==> src/shared/reload_timer_pkg.sv <==
package reload_timer_pkg;

  // ----------------------------------------------------------------
  // Register byte addresses in data memory
  // ----------------------------------------------------------------
  localparam logic [7:0] RELOAD_LO_ADDR = 8'hAA;
  localparam logic [7:0] RELOAD_HI_ADDR = 8'hAB;
  localparam logic [7:0] COUNT_LO_ADDR = 8'hAC;
  localparam logic [7:0] COUNT_HI_ADDR = 8'hAD;
  localparam logic [7:0] CTRL_ADDR = 8'hAE;

  // ----------------------------------------------------------------
  // Control register field positions
  // ----------------------------------------------------------------
  localparam int MODE_LSB = 6;
  localparam int EDGE_BIT = 5;
  localparam int RUN_BIT = 4;
  localparam int PEND_BIT = 3;
  localparam int IEN_BIT = 2;

  // ----------------------------------------------------------------
  // Values after reset
  // ----------------------------------------------------------------
  localparam logic [7:0] CTRL_RESET = 8'h00;
  localparam logic [15:0] COUNT_RESET = 16'h0000;
  localparam logic [15:0] RELOAD_RESET = 16'h0000;
  localparam logic [7:0] UNMAPPED_READ = 8'h00;

  // ----------------------------------------------------------------
  // Types
  // ----------------------------------------------------------------
  typedef enum logic [1:0] {
    MODE_EVENT = 2'b00,
    MODE_CAPTURE = 2'b01,
    MODE_PWM_TOGGLE = 2'b10,
    MODE_PWM = 2'b11
  } timer_mode_t;

  typedef struct packed {
    timer_mode_t mode;
    logic edgeSel;
    logic run;
    logic pending;
    logic irqEn;
    logic [1:0] rsvd;
  } ctrl_t;

  typedef struct packed {
    logic [7:0] addr;
    logic [7:0] wdata;
    logic wr;
    logic rd;
  } mem_req_t;

endpackage : reload_timer_pkg

==> src/reload_timer.sv <==
// Functional notes
// - PWM mode decrements once per clock
// - PWM underflow reloads count from reload
// - Every underflow sets pending flag bit 3
// - Toggle mode inverts pin output each underflow
// - Interrupt needs enable and global enable
// - Interrupt each time pending newly set
// - Toggle-mode interrupt coincides with pin edges
// - Event mode decrements on pin transitions
// - Edge select picks rising or falling
// - Detects transitions up to half clock
// - Event mode underflow reloads, sets pending
// - Zero on Nth event, underflow next
// - Registers are separate byte locations
// - Interrupt enable cleared after reset
module reload_timer (
  // Clock and reset
  input wire logic sys_clk,
  input wire logic nrst,
  // Data memory access
  input wire reload_timer_pkg::mem_req_t memReq,
  output logic [7:0] memRdData,
  // Core status
  input wire logic globalIrqEn,
  // Timer pin
  input wire logic timerPinIn,
  input wire logic pinPreset,
  output logic timerPinOut,
  // Interrupt to core
  output logic timerIrq
);

  // ----------------------------------------------------------------
  // State
  // ----------------------------------------------------------------
  reload_timer_pkg::ctrl_t ctrl_r;
  reload_timer_pkg::ctrl_t ctrl_nxt;
  logic [15:0] count_r;
  logic [15:0] reload_r;
  logic pinPrev_r;
  logic pinOut_r;
  logic irq_r;
  logic [7:0] rdData_r;

  logic pwmMode;
  logic eventMode;
  logic edgeSeen;
  logic tick;
  logic underflow;
  logic ctrlWr;
  logic countWr;

  // ----------------------------------------------------------------
  // Count enable
  // ----------------------------------------------------------------
  assign pwmMode = (ctrl_r.mode == reload_timer_pkg::MODE_PWM) ||
                   (ctrl_r.mode == reload_timer_pkg::MODE_PWM_TOGGLE);
  assign eventMode = (ctrl_r.mode == reload_timer_pkg::MODE_EVENT);
  // Falling edge when select set, rising otherwise
  assign edgeSeen = ctrl_r.edgeSel ? (pinPrev_r & ~timerPinIn) :
                    (~pinPrev_r & timerPinIn);
  assign tick = ctrl_r.run &
                (pwmMode | (eventMode & edgeSeen));
  assign underflow = tick & (count_r == 16'h0000);
  assign ctrlWr = memReq.wr && (memReq.addr == reload_timer_pkg::CTRL_ADDR);
  assign countWr = memReq.wr &&
                   ((memReq.addr == reload_timer_pkg::COUNT_LO_ADDR) ||
                    (memReq.addr == reload_timer_pkg::COUNT_HI_ADDR));

  always_ff @(posedge sys_clk or negedge nrst) begin
    if (!nrst) begin
      pinPrev_r <= 1'b1;
    end else begin
      pinPrev_r <= timerPinIn;
    end
  end

  // ----------------------------------------------------------------
  // Count register
  // ----------------------------------------------------------------
  always_ff @(posedge sys_clk or negedge nrst) begin
    if (!nrst) begin
      count_r <= reload_timer_pkg::COUNT_RESET;
    end else if (memReq.wr &&
                 memReq.addr == reload_timer_pkg::COUNT_LO_ADDR) begin
      count_r[7:0] <= memReq.wdata;
    end else if (memReq.wr &&
                 memReq.addr == reload_timer_pkg::COUNT_HI_ADDR) begin
      count_r[15:8] <= memReq.wdata;
    end else if (underflow) begin
      count_r <= reload_r;
    end else if (tick) begin
      count_r <= count_r - 16'h0001;
    end
  end

  // ----------------------------------------------------------------
  // Reload register
  // ----------------------------------------------------------------
  always_ff @(posedge sys_clk or negedge nrst) begin
    if (!nrst) begin
      reload_r <= reload_timer_pkg::RELOAD_RESET;
    end else if (memReq.wr &&
                 memReq.addr == reload_timer_pkg::RELOAD_LO_ADDR) begin
      reload_r[7:0] <= memReq.wdata;
    end else if (memReq.wr &&
                 memReq.addr == reload_timer_pkg::RELOAD_HI_ADDR) begin
      reload_r[15:8] <= memReq.wdata;
    end
  end

  // ----------------------------------------------------------------
  // Control register
  // ----------------------------------------------------------------
  always_comb begin
    ctrl_nxt = ctrl_r;
    if (ctrlWr) begin
      ctrl_nxt = reload_timer_pkg::ctrl_t'(memReq.wdata);
      ctrl_nxt.rsvd = 2'b00;
    end
    // Hardware set beats a written zero
    ctrl_nxt.pending = ctrl_nxt.pending | underflow;
  end

  always_ff @(posedge sys_clk or negedge nrst) begin
    if (!nrst) begin
      ctrl_r <= reload_timer_pkg::ctrl_t'(reload_timer_pkg::CTRL_RESET);
    end else begin
      ctrl_r <= ctrl_nxt;
    end
  end

  // ----------------------------------------------------------------
  // Pin output and interrupt
  // ----------------------------------------------------------------
  always_ff @(posedge sys_clk or negedge nrst) begin
    if (!nrst) begin
      pinOut_r <= 1'b0;
    end else if (!ctrl_r.run) begin
      pinOut_r <= pinPreset;
    end else if (underflow &&
                 ctrl_r.mode == reload_timer_pkg::MODE_PWM_TOGGLE) begin
      pinOut_r <= ~pinOut_r;
    end
  end

  // Taken from next values so it lands with the pin edge
  always_ff @(posedge sys_clk or negedge nrst) begin
    if (!nrst) begin
      irq_r <= 1'b0;
    end else begin
      irq_r <= ctrl_nxt.pending & ctrl_nxt.irqEn & globalIrqEn;
    end
  end

  // ----------------------------------------------------------------
  // Read port
  // ----------------------------------------------------------------
  always_ff @(posedge sys_clk or negedge nrst) begin
    if (!nrst) begin
      rdData_r <= reload_timer_pkg::UNMAPPED_READ;
    end else if (memReq.rd) begin
      unique case (memReq.addr)
        reload_timer_pkg::RELOAD_LO_ADDR: rdData_r <= reload_r[7:0];
        reload_timer_pkg::RELOAD_HI_ADDR: rdData_r <= reload_r[15:8];
        reload_timer_pkg::COUNT_LO_ADDR: rdData_r <= count_r[7:0];
        reload_timer_pkg::COUNT_HI_ADDR: rdData_r <= count_r[15:8];
        reload_timer_pkg::CTRL_ADDR: rdData_r <= ctrl_r;
        default: rdData_r <= reload_timer_pkg::UNMAPPED_READ;
      endcase
    end
  end

  assign memRdData = rdData_r;
  assign timerPinOut = pinOut_r;
  assign timerIrq = irq_r;
endmodule : reload_timer

==> config.mk <==
export PLATFORM = sky130hd
export DESIGN_NAME = reload_timer
export DESIGN_NICKNAME = d
export VERILOG_FILES = /design/src/shared/reload_timer_pkg.sv /design/src/reload_timer.sv
export SDC_FILE = /design/constraint.sdc
export NUM_CORES = 1
export LEC_CHECK = 0
export ABC_CLOCK_PERIOD_IN_PS = 2700
export BUFFER_PORTS_ARGS = -buffer_cell sky130_fd_sc_hd__buf_2
export CAP_MARGIN = 30
export CORE_ASPECT_RATIO = 1.25
export CORE_MARGIN = 10
export CORE_UTILIZATION = 43
export DETAILED_ROUTE_END_ITERATION = 6
export GPL_ROUTABILITY_DRIVEN = 1
export PLACE_DENSITY = 0.58
export SLEW_MARGIN = 20
export SYNTH_ARGS = -nofsm -noshare
export SYNTH_HDL_FRONTEND = slang
export SYNTH_SLANG_ARGS = --single-unit
==> constraint.sdc <==
create_clock -name sys_clk -period 2.7 [get_ports sys_clk]
set_clock_uncertainty 0.15 [all_clocks]
set_input_delay 0 -clock sys_clk [delete_from_list [all_inputs] [get_ports sys_clk]]
set_output_delay 0 -clock sys_clk [all_outputs]
set_load 0.005 [all_outputs]
; Word-level counts from Yosys, hierarchy flattened
; Index checks and enable logic that the tools add are counted.
[totals]
input_bits = 23
reg_bits = 49
word_cells = 61
output_inout_bits = 10
[op_classes]
n_reduce_logical = 14
add_sub_neg = 1
muxes = 10
bitwise = 14
eq_ne = 9
[ops]
columns = operator, n
row1 = equality test 8 bit (second input constant), 5
row2 = case mux 8 bit (5 select lines), 1
row3 = 2-to-1 mux 16 bit, 2
row4 = 2-to-1 mux 8 bit, 3
row5 = logical NOT 16 bit, 1
row6 = subtractor 16 x 1 -> 16 bit (second input constant), 1
row7 = bitwise AND 1 bit, 7
row8 = logical AND 1 bit, 6
row9 = AND reduction 2 bit, 3
row10 = nonzero test 3 bit, 2
row11 = inverter 1 bit, 5
row12 = equality test 2 bit (second input constant), 2
row13 = 2-to-1 mux 4 bit, 1
row14 = 2-to-1 mux 1 bit, 3
row15 = logical NOT 2 bit, 1
row16 = inequality test 2 x 1 -> 1 bit (second input constant), 1
row17 = inequality test 2 bit (second input constant), 1
row18 = OR 1 bit, 2
row19 = logical OR 1 bit, 1

; Longest topological paths before layout
; Gate-level depths: netlist of the first run.
[logic_depth]
word_depth = 10
depth_mapped = 9
depth_no_buf = 7

; Worst setup path before layout of the first run
; No wires, ideal clock.
[synth_path]
path_type = register to register
from = register count_r[0]
to = register count_r[13]
path_stages_with_launch = 10
t_arrival_ns = 1.873
path_buffers = 2
synth_period_minus_slack_ns = 2.161
slack_ns = 0.539
cell_sequence = dfrtp_1 -> inv_1 -> ha_1 -> nor3b_2 -> nand4b_2 -> or2_0 -> buf_2 -> buf_6 -> mux2i_1 -> o211ai_1
[synth_via]
elab_chain_cells = 4
elab_cells_between_ends = 8
classes_between = 1 x add/sub / 3 x mux / 1 x bitwise / 3 x reduce/logical
[synth_rtl]
columns = element, line
row1 = from (decl), reload_timer.sv:38  ; logic [15:0] count_r;
row2 = from (signal assigned), reload_timer.sv:83  ; count_r <= reload_timer_pkg::COUNT_RESET;
row3 = from (signal assigned), reload_timer.sv:86  ; count_r[7:0] <= memReq.wdata;
row4 = from (signal assigned), reload_timer.sv:91  ; count_r <= reload_r;
row5 = subtractor 16 x 1 -> 16 bit / logical NOT 16 bit (equally long branches), "reload_timer.sv:93, reload_timer.sv:64"
row6 = 2-to-1 mux 16 bit / bitwise AND 1 bit (equally long branches), "reload_timer.sv:92, reload_timer.sv:64"
row7 = 2-to-1 mux 16 bit / nonzero test 3 bit (equally long branches), n/a
row8 = 2-to-1 mux 8 bit / AND reduction 2 bit (equally long branches), n/a
; Parallel ways exist; a longest one is shown, timed or not. The select of a mux whose other input is x is not followed.
; A chain may end at the register's enable or synchronous reset.

==> impl_metrics.yaml, run 1 <==
sta:
  relSlewSlack_pct: 57.0
  tns_ns: 0
  finalCritPeriodShare_pct: 94.8
  worst-slew-pin-transition_ns: 0.642
  fin_hold_ws_ns: 0.0266
  rsz0062_at_grt: "false"
  period_minus_slack_ns: 2.56
  drv_slew: 0
  fmax_mhz: 391
  finalSetupViolCount: 0
  finalHoldViolCount: 0
routing:
  drtPass1Iterations: 4
  routed-via-count: 2354
  wire_per_inst_um: 19.2
  wl_mm: 7.99
  drt_iter0_markers: 134
  vias_per_cell: 5.65
  final_antenna_net_count: 0
  drcViolationCount: 0
final_layout:
  nets: 355
  final_common_cell: "dfrtp_1"
  drive_gt1_share_pct: 25.9
  utilization_pct: 53.6
  final_cell_mix: "dfrtp_1, buf_2, nor2_1"
  antenna_cells: 0
  area_growth_pct: 19.8
  design_area_mm2: 0.00337
clock_tree:
  cts.sinks: 49
  clock_latency_ns: 0.31
  clk_pin_slew_ns: 0.09
  root_buffer: "clkbuf_8"
  cts_max_level: 2
  cts_tree: "done"
  clk_path_buf_depth: 2
  cts_buffers: 5
synth:
  syn_area_per_cell_um2: 10.2
  synthCells: 277
  synth.net_count: 301
  synth_edf_count: 0
  synth.distinct_cells: 58
  synth-warning-count: 0
  synth_flop_cell: "dfrtp_1"
  syn_area_mm2: 0.00281
  synth.ff_latch_count: 49
  seq_area_frac_synth_pct: 43.6
  async_reset_ff_share_pct: 100
power:
  power_density_mw_per_mm2: 705
  leakagePower_uw: 0.00150
  vdd_drop_max_v: 0.000310
critical_path:
  cp_data_required_time_ns: 2.80
  worst_path_max_delay_cell: "dlygate4sd3_1"
  slowest_delay_ns: 0.54
  startpoint_type: "flip-flop"
  path_buf_inv: 3
  critPathMaxFanout: 8
  critical_path_class: "flip-flop to flip-flop"
  cp.arrival_ns: 2.66
  critPathCaptureType: "flip-flop"
  crit_family: "simple AND/OR/NAND/NOR gates"
  crit_chain: "inv_1 > ha_1 > nor3b_4 > nand4b_4 > or2_0 > buf_4 > nand2_2 > and3_1 > dlygate4sd3_1"
floorplanning:
  rows: 32
  chipWidth_um: 92.3
  core_mm2: 0.00629
  die-area_mm2: 0.0102
  initial_core_util_pct: 44.7
  ios: 33
  die_y_um: 110
grt:
  overflow: 0
  grt.total_usage_pct: 15.8
  grt_max_degree: 31
  grt_pass1_wl_mm: 13.0
  grt_pass1_vias: 2395
  antenna_found_initial: 0
placed_design:
  routabilityCongestion: 0.907
  dp_hpwl_mm: 5.88
  io_buffers: 32
  dpl-instance-area_mm2: 0.00310
worst_hold_path:
  min-delay-path-class: "input pin to asynchronous set/reset pin"
run_status:
  status: "complete, no violations"
flow_run:
  drv_cap: 0
==> power breakdown <==
group          internal (uW)  switching [uW]  total (uW)
clock network            179             250         429
logic                    426             429         855
registers                863             228        1090
==> area by class of cell <==
cell class	count	area, um2
fill	597	2920
multi-input combinational	205	1500
sequential	49	1230
timing repair buffer	60	413
tap	85	106
clock buffer	5	68.8
inverter	10	37.5
clock inverter	3	17.5
==> sequential cells by signal, indices dropped and copies added (netlist names) <==
signal	cells
reload_r	16
count_r	16
ctrl_r	6
memRdData	8
timerIrq	1
pinPrev_r	1
timerPinOut	1
==> worst paths after layout <==
| path | startpoint | to | slack, ns | depth (start not counted) |
|---|---|---|---|---|
| worst max register to register | count_r[0] | timerIrq | 0.14 | 9 |
| max in group asynchronous | nrst | reload_r[5] | 1.60 | 3 |
| min in group sys_clk | memReq[11] | memRdData[0] | 0.03 | 4 |
| worst min register to register | memRdData[4] | memRdData[4] | 0.37 | 2 |
| worst min-delay path | nrst | reload_r[8] | 0.03 | 2 |
| worst max-delay path | count_r[0] | timerIrq | 0.14 | 9 |
==> worst reg2reg max path, cell delays in order, from the launching register on <==
cell and delay [ns]:
dfrtp_1 0.43, inv_1 0.09, ha_1 0.19, nor3b_4 0.26
nand4b_4 0.17, or2_0 0.27, buf_4 0.19, nand2_2 0.08
and3_1 0.14, dlygate4sd3_1 0.54
==> through the flow <==
step	cells	power (uW)	worst slack (ns)
final	417	2370	0.140
after global routing	417	2540	0.0202
after CTS	417	2360	0.0778
after detailed placement	392	1910	0.429
after global placement	392	1900	0.553
after floorplan	277	1640	0.539
==> Yosys cell counts, types with 2 or more instances <==
cell type	n	area, um2
xnor2_1	11	96.3
o311ai_0	3	26.3
a22oi_1	15	113
nor4_1	4	25.0
o21ai_0	10	50.1
nor2_1	29	109
a221oi_1	4	35.0
o31a_1	2	17.5
nand2b_1	2	12.5
o22ai_1	3	18.8
buf_2	4	20.0
nor3_2	3	30.0
inv_1	10	37.5
nor2b_1	2	12.5
a21oi_1	5	25.0
o31ai_1	4	30.0
nand3_1	4	20.0
a31oi_1	3	18.8
nand2_2	2	12.5
dfrtp_1	48	1200
o211ai_1	2	15.0
nand2_1	25	93.8
a22o_1	3	26.3
o21ai_1	2	10.0
o32ai_1	2	17.5
mux2_2	21	236
clkbuf_1	6	22.5
nor3_1	4	20.0
nand4_1	3	18.8
mux2i_1	11	110
o22a_1	3	26.3
==> cells by family (layout without fill, tap and decap cells) <==
logic type | after synthesis | after routing | synth area share [%]
and+or+nand+nor | 93 | 93 | 18.5
xor gates and xnor gates | 11 | 11 | 3.43
muxes | 32 | 32 | 12.3
AOI/OAI and AO/OA | 68 | 68 | 18.0
adders and majority gates | 1 | 1 | 0.445
buffers and inverters | 23 | 78 | 3.65
DFF | 49 | 49 | 43.6
==> routing by layer <==
| metal | wire [um] | vias to the layer above | share of wire, % | GRT usage, % |
|---|---|---|---|---|
| li1 | - | 1142 | - | - |
| met5 | 0 | - | 0 | 0 |
| met2 | 4000 | 61 | 50 | 26.3 |
| met3 | 407 | 6 | 5.1 | 3.38 |
| met1 | 3510 | 1145 | 44 | 20.3 |
| met4 | 72 | 0 | 0.90 | 3.59 |
==> what timing repair did <==
item | in CTS | in global routing
hold endpoints to repair | 68 | 0
setup buffers | 0 | 0
endpoints found under the setup margin | 0 | 1
resized for setup | 0 | 2
hold buffers | 17 | 0
(Power assumes the default switching activity.)
==> run 2, diff against run 1 <==
Settings changed: CTS_BUF_LIST set to sky130_fd_sc_hd__clkbuf_4, CTS_CLUSTER_SIZE set to 24.
==> run 2 against run 1 <==
Worst setup slack got worse by 0.013 ns. Global-route usage grew 0.14 points. Largest power group unchanged. Cell count is 1.2% higher.
==> impl_metrics.yaml, run 2 (synthesized netlist as in run 1, its figures left out) <==
placed_design:
  routabilityCongestion: 0.907
  io_buffers: 32
  dp_hpwl_mm: 5.88
  place_ws_ns: 0.429
power:
  vdd_drop_max_v: 0.000305
  leakagePower_uw: 0.00150
  power_density_mw_per_mm2: 674
clock_tree:
  cts_max_level: 2
  cts_tree: "done"
  clk_pin_slew_ns: 0.14
  root_buffer: "clkbuf_4"
  clock_latency_ns: 0.36
  postCtsSetupRepairBufs: 0
  cts_buffers: 5
  cts.sinks: 49
  clk_path_buf_depth: 2
sta:
  relSlewSlack_pct: 55.3
  rsz0062_at_grt: "false"
  drv_slew: 0
  period_minus_slack_ns: 2.57
  finalHoldViolCount: 0
  fmax_mhz: 389
  worst_slack_ns: 0.127
  tns_ns: 0
  finalCritPeriodShare_pct: 95.3
  worst-slew-pin-transition_ns: 0.668
  finalSetupViolCount: 0
critical_path:
  cp.arrival_ns: 2.73
  endpoint: "timerIrq"
  timing.rr.end: "timerIrq"
  critPathLaunch: "count_r[0]"
  r2r_setup_slack_ns: 0.13
  r2r_cells: 9
  startpoint_type: "flip-flop"
  cp_data_required_time_ns: 2.86
  critical_path_class: "flip-flop to flip-flop"
  crit_chain: "inv_1 > ha_1 > nor3b_4 > nand4b_4 > or2_0 > buf_4 > nand2_2 > and3_1 > dlygate4sd3_1"
  worst_path_max_delay_cell: "dlygate4sd3_1"
  critPathMaxFanout: 8
  r2r_start: "count_r[0]"
  slowest_delay_ns: 0.54
  critPathCaptureType: "flip-flop"
floorplanning:
  ios: 33
  rows: 32
  die_y_um: 110
  core_mm2: 0.00629
  die-area_mm2: 0.0102
  chipWidth_um: 92.3
  initial_core_util_pct: 44.7
final_layout:
  final_common_cell: "dfrtp_1"
  drive_gt1_share_pct: 25.8
  final_cell_mix: "dfrtp_1, buf_2, nor2_1"
  area_growth_pct: 20.5
  nFillCells: 589
  antenna_cells: 0
  nets: 360
routing:
  final_antenna_net_count: 0
  drcViolationCount: 0
  vias_per_cell: 5.54
  wl_mm: 8.06
  wire_per_inst_um: 19.1
  drtPass1Iterations: 4
  routed-via-count: 2339
  drt_iter0_markers: 132
flow_run:
  drv_cap: 0
grt:
  overflow: 0
  grt_pass1_vias: 2412
  antenna_found_initial: 0
  grt.total_usage_pct: 16.0
  grt_max_degree: 31
  grt_pass1_wl_mm: 13.2
run_status:
  status: "complete, no violations"
worst_hold_path:
  min-delay-path-class: "input pin to asynchronous set/reset pin"
[run 2: cell types whose count changed in the layout (fill, tap and decap cells not counted)]
| cell | delta |
|---|---|
| clkbuf_4 | +5 |
| buf_6 | +1 |
| clkbuf_8 | -5 |
| dlygate4sd3_1 | +4 |
[run 2: final cells by class]
| type | instances | area, um2 | area share, % |
|---|---|---|---|
| Clock inverter | 3 | 17.5 | 0.517 |
| Multi-Input combinational cell | 205 | 1500 | 44.2 |
| Timing Repair Buffer | 65 | 464 | 13.7 |
| Clock buffer | 5 | 37.5 | 1.11 |
| Sequential cell | 49 | 1230 | 36.2 |
| Inverter | 10 | 37.5 | 1.11 |
| Tap cell | 85 | 106 | 3.14 |
[run 2: metal layers]
metal | global-route usage [%] | part of all wire (%) | up-vias
met2 | 26.7 | 50 | 62
met1 | 20.4 | 43 | 1126
li1 | - | - | 1146
met4 | 3.29 | 0.58 | 0
met3 | 3.52 | 5.9 | 5
met5 | 0 | 0 | -
[run 2: how the worst min path moves through the flow]
stage	endpoint	slack [ns]
6_report	pinPrev_r	0.01
5_1_grt	pinPrev_r	0.0001
4_1_cts	pinPrev_r	0.02
3_5_place_dp	reload_r[8]	-0.17
3_3_place_gp	memRdData[0]	-0.17
2_1_floorplan	count_r[0]	-0.45
[run 2: stage by stage]
stage,hold WS [ns],total power [uW],instances,area (um2),util (%)
after global placement,-0.166,1900,392,3100,49.3
after global routing,0.000146,2450,422,3390,53.9
final,0.0125,2280,422,3390,53.9
after floorplan,-0.446,1640,277,2810,-
after CTS,0.0157,2270,421,3360,53.5
after detailed placement,-0.167,1910,392,3100,49.3
[run 2: worst max-delay path, delay by kind of cell (launching register included)]
family | cells | cell delay, ns
buffers and inverters | 3 | 0.81
AND/OR/NAND/NOR | 5 | 0.91
adder cells (fa/ha/maj) | 1 | 0.19
flip-flops | 1 | 0.45
[run 2: report_power, final]
part / leakage (uW) / switching [uW] / internal (uW)
clock network: 0.0000310 / 236 / 98.8
registers: 0.000651 / 226 / 862
logic: 0.000822 / 429 / 431
total: 0.00150 / 891 / 1390
[run 2: repair_timing]
action | CTS | global route
hold buffers | 21 | 0
endpoints found under the hold margin | 98 | 0
endpoints found under the setup margin | 0 | 1
resized for setup | 0 | 2
